[config.mk]
export PLATFORM = sky130hd
export DESIGN_NAME = kse_key_store
export DESIGN_NICKNAME = d
export VERILOG_FILES = /design/src/design/kse_pkg.sv /design/src/design/kse_word_mix.sv /design/src/design/kse_key_store.sv
export VERILOG_INCLUDE_DIRS = /design/src /design/src/design
export SDC_FILE = /design/constraint.sdc
export NUM_CORES = 2
export LEC_CHECK = 0
export BUFFER_PORTS_ARGS = -buffer_cell sky130_fd_sc_hd__buf_2
export CORE_AREA = 2 2 526 528
export DETAILED_ROUTE_END_ITERATION = 10
export DIE_AREA = 0 0 528 530
export SYNTH_ARGS = -nofsm -noshare
export SYNTH_HDL_FRONTEND = slang
export SYNTH_SLANG_ARGS = --single-unit
export TNS_END_PERCENT = 100
[constraint.sdc]
create_clock -name sys_clk -period 58.4 [get_ports sys_clk]
set_input_delay 5.84 -clock sys_clk [delete_from_list [all_inputs] [get_ports sys_clk]]
set_output_delay 5.84 -clock sys_clk [all_outputs]
set_load 0.1 [all_outputs]
[src/design/kse_params.svh]
// Purpose: Constants of the fingerprint key store
// Assumes: Included by the package and the design modules
// Notes:   Key code header word is {tag, length, pad, index}
// How it works
// Root key is fingerprint XOR activation data, 256 bits wide.
// Enrollment makes activation data once and presents it for external keeping.
// Wrap accepts keys from 64 to 4096 bits, two to 128 words.
// Key codes are key words mixed with root; plain keys never stored.
// Caller hands a key code back to have its key rebuilt.
// Caller picks a 4-bit index that travels in the code header.
// Index zero keys go only to the hardware key bus.
// Nonzero index keys come out on the 32-bit readout port.
// No other output ever carries key values.
// Block cipher consumer takes 128, 192 or 256 bit keys.
// Flash cipher consumer takes 64-bit blocks under 128-bit keys.
// Hardware key bus reads zero with valid low until a key lands.
`ifndef KSE_PARAMS_SVH
`define KSE_PARAMS_SVH
`define KSE_ROOT_BITS    256
`define KSE_WORD_BITS    32
`define KSE_MIN_WORDS    8'h02
`define KSE_MAX_WORDS    8'h80
`define KSE_HW_KEY_WORDS 8'h08
`define KSE_IDX_ZERO     4'h0
`define KSE_HDR_IDX      3:0
`define KSE_HDR_PAD      7:4
`define KSE_HDR_LEN      15:8
`define KSE_HDR_TAG      31:16
`define KSE_ROOT_TAG     31:16
`define KSE_ROT_HI       63:32
`endif

[src/design/kse_pkg.sv]
// Purpose: Types of the fingerprint key store
// Assumes: kse_params.svh holds the widths
// Notes:   Used by kse_key_store and the bench; kse_word_mix does not import it
`default_nettype none
`include "kse_params.svh"
package kse_pkg;
  typedef enum logic [1:0] {
    KSE_OP_ENROLL,
    KSE_OP_START,
    KSE_OP_WRAP,
    KSE_OP_UNWRAP
  } kse_op_t;

  typedef enum logic [1:0] {
    KSE_ST_IDLE,
    KSE_ST_WRAP,
    KSE_ST_HDR,
    KSE_ST_UNWRAP
  } kse_state_t;

  typedef struct packed {
    kse_op_t    op;
    logic [3:0] index;
    logic [7:0] numWords;
  } kse_cmd_t;

  typedef struct packed {
    logic                      valid;
    logic [`KSE_WORD_BITS-1:0] word;
  } kse_in_t;

  typedef struct packed {
    logic                      valid;
    logic                      isKey;
    logic [`KSE_WORD_BITS-1:0] word;
  } kse_out_t;
endpackage : kse_pkg
`default_nettype wire

[src/design/kse_word_mix.sv]
// Purpose: Mixes one data word with a rotated root word
// Assumes: Same function wraps and unwraps, being an XOR
// Notes:   Purely combinational; caller registers the result
`timescale 1ns/10ps
`default_nettype none
`include "kse_params.svh"
module kse_word_mix #(
  parameter int WIDTH = `KSE_WORD_BITS
) (
  input  wire logic [WIDTH-1:0] dataWord,
  input  wire logic [WIDTH-1:0] rootWord,
  input  wire logic [4:0]       position,
  output logic      [WIDTH-1:0] mixed
);
  logic [2*WIDTH-1:0] rotWide;

  always_comb begin
    rotWide = {rootWord, rootWord} << position;
    mixed   = dataWord ^ rotWide[2*WIDTH-1:WIDTH];
  end
endmodule : kse_word_mix
`default_nettype wire

[src/design/kse_key_store.sv]
// Purpose: Fingerprint key store: root key, key wrap and rebuild
// Assumes: Inputs synchronous to sys_clk; one data word per cycle
// Notes:   Commands only taken while idle; others raise cmdError
`timescale 1ns/10ps
`default_nettype none
`include "kse_params.svh"
module kse_key_store (
  input  wire logic                      sys_clk,
  input  wire logic                      rst,
  input  wire logic                      cmdValid,
  input  wire kse_pkg::kse_cmd_t         cmd,
  input  wire logic [`KSE_ROOT_BITS-1:0] fingerprint,
  input  wire logic [`KSE_ROOT_BITS-1:0] entropy,
  input  wire logic [`KSE_ROOT_BITS-1:0] actDataIn,
  input  wire kse_pkg::kse_in_t          dataIn,
  output logic      [`KSE_ROOT_BITS-1:0] actDataOut,
  output logic                           actDataOutValid,
  output logic                           rootReady,
  output logic                           busy,
  output logic                           cmdError,
  output kse_pkg::kse_out_t              dataOut,
  output logic      [`KSE_ROOT_BITS-1:0] hwKey,
  output logic                           hwKeyValid
);
  import kse_pkg::*;

  kse_state_t                 state_ff, nxt_state;
  logic [`KSE_ROOT_BITS-1:0]  root_ff, nxt_root;
  logic                       rootReady_ff, nxt_rootReady;
  logic [`KSE_ROOT_BITS-1:0]  act_ff, nxt_act;
  logic                       actValid_ff, nxt_actValid;
  logic [3:0]                 idx_ff, nxt_idx;
  logic [7:0]                 len_ff, nxt_len;
  logic [7:0]                 cnt_ff, nxt_cnt;
  kse_out_t                   out_ff, nxt_out;
  logic [`KSE_ROOT_BITS-1:0]  hwAcc_ff, nxt_hwAcc;
  logic [`KSE_ROOT_BITS-1:0]  hwKey_ff, nxt_hwKey;
  logic                       hwKeyValid_ff, nxt_hwKeyValid;
  logic                       err_ff, nxt_err;
  logic                       busy_ff, nxt_busy;

  logic [`KSE_WORD_BITS-1:0]  rootWord;
  logic [`KSE_WORD_BITS-1:0]  mixed;
  logic [`KSE_HDR_LEN]        hdrLen;
  logic                       cmdTake;
  logic                       lastWord;
  logic                       rangeOk;
  logic                       hdrOk;

  // Root word cycles through the eight root words by position
  assign rootWord = root_ff[cnt_ff[2:0] * `KSE_WORD_BITS +: `KSE_WORD_BITS];
  assign cmdTake  = cmdValid && (state_ff == KSE_ST_IDLE);
  assign lastWord = (cnt_ff == len_ff - 8'h01);
  assign rangeOk  = (cmd.numWords >= `KSE_MIN_WORDS) &&
                    (cmd.numWords <= `KSE_MAX_WORDS);
  assign hdrLen   = dataIn.word[`KSE_HDR_LEN];
  // Tag check rejects codes made under another root key
  assign hdrOk    = (dataIn.word[`KSE_HDR_TAG] == root_ff[`KSE_ROOT_TAG]) &&
                    (hdrLen >= `KSE_MIN_WORDS) && (hdrLen <= `KSE_MAX_WORDS) &&
                    ((dataIn.word[`KSE_HDR_IDX] != `KSE_IDX_ZERO) ||
                     (hdrLen <= `KSE_HW_KEY_WORDS));

  kse_word_mix #(
    .WIDTH (`KSE_WORD_BITS)
  ) u_mix (
    .dataWord (dataIn.word),
    .rootWord (rootWord),
    .position (cnt_ff[4:0]),
    .mixed    (mixed)
  );

  always_comb begin
    nxt_state      = state_ff;
    nxt_root       = root_ff;
    nxt_rootReady  = rootReady_ff;
    nxt_act        = act_ff;
    nxt_actValid   = actValid_ff;
    nxt_idx        = idx_ff;
    nxt_len        = len_ff;
    nxt_cnt        = cnt_ff;
    nxt_out        = '0;
    nxt_hwAcc      = hwAcc_ff;
    nxt_hwKey      = hwKey_ff;
    nxt_hwKeyValid = hwKeyValid_ff;
    nxt_err        = cmdValid && !cmdTake;
    unique case (state_ff)
      KSE_ST_IDLE: begin
        if (cmdTake) begin
          unique case (cmd.op)
            KSE_OP_ENROLL: begin
              // Fresh entropy becomes root; only the XOR leaves
              nxt_root      = entropy;
              nxt_act       = fingerprint ^ entropy;
              nxt_actValid  = 1'b1;
              nxt_rootReady = 1'b1;
            end
            KSE_OP_START: begin
              nxt_root      = fingerprint ^ actDataIn;
              nxt_rootReady = 1'b1;
            end
            KSE_OP_WRAP: begin
              if (rootReady_ff && rangeOk) begin
                nxt_idx   = cmd.index;
                nxt_len   = cmd.numWords;
                nxt_cnt   = 8'h00;
                nxt_state = KSE_ST_WRAP;
                nxt_out.valid                 = 1'b1;
                nxt_out.word[`KSE_HDR_IDX]    = cmd.index;
                nxt_out.word[`KSE_HDR_LEN]    = cmd.numWords;
                nxt_out.word[`KSE_HDR_TAG]    = root_ff[`KSE_ROOT_TAG];
              end else begin
                nxt_err = 1'b1;
              end
            end
            KSE_OP_UNWRAP: begin
              if (rootReady_ff) begin
                nxt_state = KSE_ST_HDR;
              end else begin
                nxt_err = 1'b1;
              end
            end
          endcase
        end
      end
      KSE_ST_WRAP: begin
        if (dataIn.valid) begin
          // Only the mixed word is kept, never the plain key
          nxt_out.valid = 1'b1;
          nxt_out.word  = mixed;
          nxt_cnt       = cnt_ff + 8'h01;
          if (lastWord) begin
            nxt_state = KSE_ST_IDLE;
          end
        end
      end
      KSE_ST_HDR: begin
        if (dataIn.valid) begin
          if (hdrOk) begin
            nxt_idx   = dataIn.word[`KSE_HDR_IDX];
            nxt_len   = hdrLen;
            nxt_cnt   = 8'h00;
            nxt_hwAcc = '0;
            nxt_state = KSE_ST_UNWRAP;
          end else begin
            nxt_err   = 1'b1;
            nxt_state = KSE_ST_IDLE;
          end
        end
      end
      KSE_ST_UNWRAP: begin
        if (dataIn.valid) begin
          nxt_cnt = cnt_ff + 8'h01;
          if (idx_ff != `KSE_IDX_ZERO) begin
            nxt_out.valid = 1'b1;
            nxt_out.isKey = 1'b1;
            nxt_out.word  = mixed;
          end else begin
            // Index zero words never reach the readout port
            nxt_hwAcc[cnt_ff[2:0] * `KSE_WORD_BITS +: `KSE_WORD_BITS] =
              mixed;
          end
          if (lastWord) begin
            nxt_state = KSE_ST_IDLE;
            if (idx_ff == `KSE_IDX_ZERO) begin
              nxt_hwKey = nxt_hwAcc;
              nxt_hwKeyValid = 1'b1;
              nxt_hwAcc = '0;
            end
          end
        end
      end
    endcase
    nxt_busy = (nxt_state != KSE_ST_IDLE);
  end

  always_ff @(posedge sys_clk or posedge rst) begin
    if (rst) begin
      state_ff      <= KSE_ST_IDLE;
      root_ff       <= '0;
      rootReady_ff  <= 1'b0;
      act_ff        <= '0;
      actValid_ff   <= 1'b0;
      idx_ff        <= `KSE_IDX_ZERO;
      len_ff        <= 8'h00;
      cnt_ff        <= 8'h00;
      out_ff        <= '0;
      hwAcc_ff      <= '0;
      hwKey_ff      <= '0;
      hwKeyValid_ff <= 1'b0;
      err_ff        <= 1'b0;
      busy_ff       <= 1'b0;
    end else begin
      state_ff      <= nxt_state;
      root_ff       <= nxt_root;
      rootReady_ff  <= nxt_rootReady;
      act_ff        <= nxt_act;
      actValid_ff   <= nxt_actValid;
      idx_ff        <= nxt_idx;
      len_ff        <= nxt_len;
      cnt_ff        <= nxt_cnt;
      out_ff        <= nxt_out;
      hwAcc_ff      <= nxt_hwAcc;
      hwKey_ff      <= nxt_hwKey;
      hwKeyValid_ff <= nxt_hwKeyValid;
      err_ff        <= nxt_err;
      busy_ff       <= nxt_busy;
    end
  end

  assign actDataOut      = act_ff;
  assign actDataOutValid = actValid_ff;
  assign rootReady       = rootReady_ff;
  assign busy            = busy_ff;
  assign cmdError        = err_ff;
  assign dataOut         = out_ff;
  assign hwKey           = hwKey_ff;
  assign hwKeyValid      = hwKeyValid_ff;
endmodule : kse_key_store
`default_nettype wire

==> flow_summary.ini <==
[setup_path]
crit_chain = buf_8 > or3_4 > buf_4 > buf_4 > buf_4 > buf_4 > o21ai_0
cpPeakStageDelay_ns = 0.82
end_kind = flop
startpoint_type = input pin
cpMaxStageDelayCell = buf_4
path_class = in -> reg
cp.arrival_ns = 10.00
cp_common_cell = buf_4
cp_top_family = buffers and inverters
worst_ep_required_time_ns = 58.96
worst-path-buf-inv = 5
cp_max_fo = 107

[synthesis]
synth-async-reset-ratio_pct = 100.0
yosys-top-cells-area = dfrtp_1 (51%), xnor2_1 (8.7%), o21ai_0 (8.6%)
ys_ff_latch = 1085
synth_nets = 6414
yosys.area.top_type = dfrtp_1
postSynthCellCount = 5592
synth_edf_count = 0
synth.top_cell.area_share_pct = 50.62
syn_area_mm2 = 0.05364
yosys_warnings = 0
synthFlopType = dfrtp_1
yosysSeqAreaShare_pct = 50.62
synthDistinctLibCells = 72
avgSynthCellArea_um2 = 9.592

[grt]
busiest_layer = met2
grt_use_total_pct = 24.07
grtUsageMet2_pct = 41.17
met3_usage_pct = 6.641
met1_usage_pct = 26.69
grt-ovfl-total = 0
grt_pass1_vias = 45940
grt_max_degree = 173
antenna_found_initial = 372
grt_pass1_wl_um = 448900

[clock_tree]
cts.path.max_buffers = 4
h-tree-depth = 4
cts_tree = yes
cts_num_sinks = 1085
clk_pin_slew_ns = 0.06
cts_buffers = 142
cts-root-buf = clkbuf_16
cts_setup_buffers = 0
clk_latency_ns = 0.82
cts_resized = 0
cts_hold_buf = 0

[pwr]
power_density_mw_per_mm2 = 30.22
vdd_ir_drop_max_uv = 20.45
power.leakage_nw = 31.99

[drt]
routed_wl_um = 348900
vias = 50200
wl_per_cell_um = 32.47
antenna_left = 0
viasPerCell = 4.672
first_pass_iters = 6
dr.first_iter.drc_count = 4880
drc_errors = 0

[worst_hold_path]
hold_path_class = reg -> reg

[die]
die_area_mm2 = 0.2798
ios = 1369
coreArea_mm2 = 0.2748
fp.dieW_um = 528
start_util_pct = 19.52
num_rows = 193
die_height_um = 530

[layout]
drive_above_1_share_pct = 27.52
mostFrequentLayoutCell = buf_2
area_growth_pct = 29.85
mostFrequentLayoutCells = buf_2 (1367), nand2_1 (1215), dfrtp_1 (1082)
stdcell_count = 10750
nNetsFinal = 7622

[sta]
relSlewSlack_pct = 22.28
setup_viol = 0
max_clock_freq_ghz = 0.1058
skew_ns = 0.1018
maxSlewViolCount = 0
post-route-period-util_pct = 16.18
worst_slew_pin_slew_ns = 1.162
final-hold-violation-count = 0
rsz0062_at_grt = no
fin_crit_ns = 9.449
finalSetupTns_ns = 0

[place]
placed_cells = 10260
portBuffers = 1368
dp_hpwl_um = 284900
place_congestion = 0.9854

[outcome]
outcome = finished, final reports clean

[job]
max_cap_viol_count = 0
==> cells in the mapped netlist (7+ instances only) <==
cell      number
nand2_1     1215
a31oi_1       65
nand2b_1       7
o21ai_1       85
buf_1         17
dfrtp_1     1085
mux2_2        35
a21o_1        21
o211ai_1      31
buf_2         54
o31ai_1       16
mux4_2        97
a21oi_1      195
o22ai_1       15
nor2_1       191
a22oi_1       11
xnor2_1      534
or3_1          8
and3_1        41
clkbuf_1     344
xor2_1        55
inv_1         18
nor4_1         9
o21a_1        13
nor3_1        31
o221ai_1      26
mux2i_1      123
a22o_1       156
nand3_1       79
o21ai_0      918
==> metal layers <==
| metal | wire length [µm] | vias up |
|---|---|---|
| met5 | 648 | - |
| met4 | 23410 | 102 |
| met3 | 28520 | 912 |
| met2 | 171300 | 2700 |
| met1 | 125100 | 24530 |
| li1 | - | 21960 |
==> worst paths after layout <==
| check | startpoint | end | slack, ns | cells after the start |
|---|---|---|---|---|
| min in group asynchronous | rst | hwAcc_ff[37] | 5.22 | 2 |
| max | cmd[12] | actDataOut[36] | 48.95 | 7 |
| min | hwAcc_ff[150] | hwKey[150] | 0.46 | 2 |
| max reg2reg | cnt_ff[2] | hwKey[62] | 52.14 | 10 |
| max in group asynchronous | rst | root_ff[59] | 49.83 | 6 |
| min reg2reg | hwAcc_ff[150] | hwKey[150] | 0.46 | 2 |
==> logic make-up (layout without fill, tap and decap cells) <==
group                      after synthesis  after routing  share of synthesized area [%]
AOI/OAI and AO/OA                     1590           1590                          16.99
DFF                                   1085           1085                          50.62
xor gates and xnor gates               590            590                          9.648
buffers and inverters                  450           1754                          3.424
muxes                                  256            256                          7.124
adders and majority gates                4              4                        0.09331
other                                    0            242                              0
and+or+nand+nor                       1617           1617                          12.11
==> power breakdown <==
group | total, mW | switching, mW | internal (mW)
combinational | 0.455 | 0.322 | 0.132
clock | 0.885 | 0.366 | 0.519
sequential | 0.766 | 0.00836 | 0.757
total | 2.10 | 0.697 | 1.41
==> worst register-to-register path, cell delays in order (launching register included) <==
cell and delay [ns]:
dfrtp_4 0.76, buf_4 0.60, buf_4 0.78, mux4_2 0.71, mux2_2 0.34, mux2i_1 0.72, mux4_2 0.43, o221ai_1 0.24
xor2_1 0.61, inv_1 0.63, o21ai_0 0.34
==> stage by stage <==
step | hold slack, ns | instance area (µm²) | power (mW) | utilization, % | setup slack [ns]
floorplan | 0.4403 | 53640 | 1.033 | - | 22.01
global placement | 0.4434 | 64530 | 1.234 | 23.48 | 48.31
detailed placement | 0.4480 | 64530 | 1.236 | 23.48 | 48.27
CTS | 0.4650 | 69040 | 2.128 | 25.12 | 49.08
global route | 0.4770 | 69500 | 2.176 | 25.29 | 48.56
finish | 0.4586 | 69650 | 2.105 | 25.34 | 48.95
==> layout make-up <==
| cell class | count | area (µm²) |
|---|---|---|
| antenna | 242 | 605.6 |
| multi-input combinational | 4057 | 24940 |
| clock inverter | 43 | 461.7 |
| fill | 29820 | 205200 |
| tap | 3607 | 4513 |
| clock buffer | 197 | 4054 |
| timing repair buffer | 1492 | 7825 |
| inverter | 22 | 91.34 |
| sequential | 1085 | 27160 |
==> registers in the layout (all words and copies together) (netlist names), 4 cells and up <==
name        flops
idx_ff          4
hwAcc_ff      256
root_ff       256
cnt_ff          8
dataOut        34
actDataOut    256
len_ff          8
hwKey         256
Note: power is estimated with default switching activity, not from simulation.
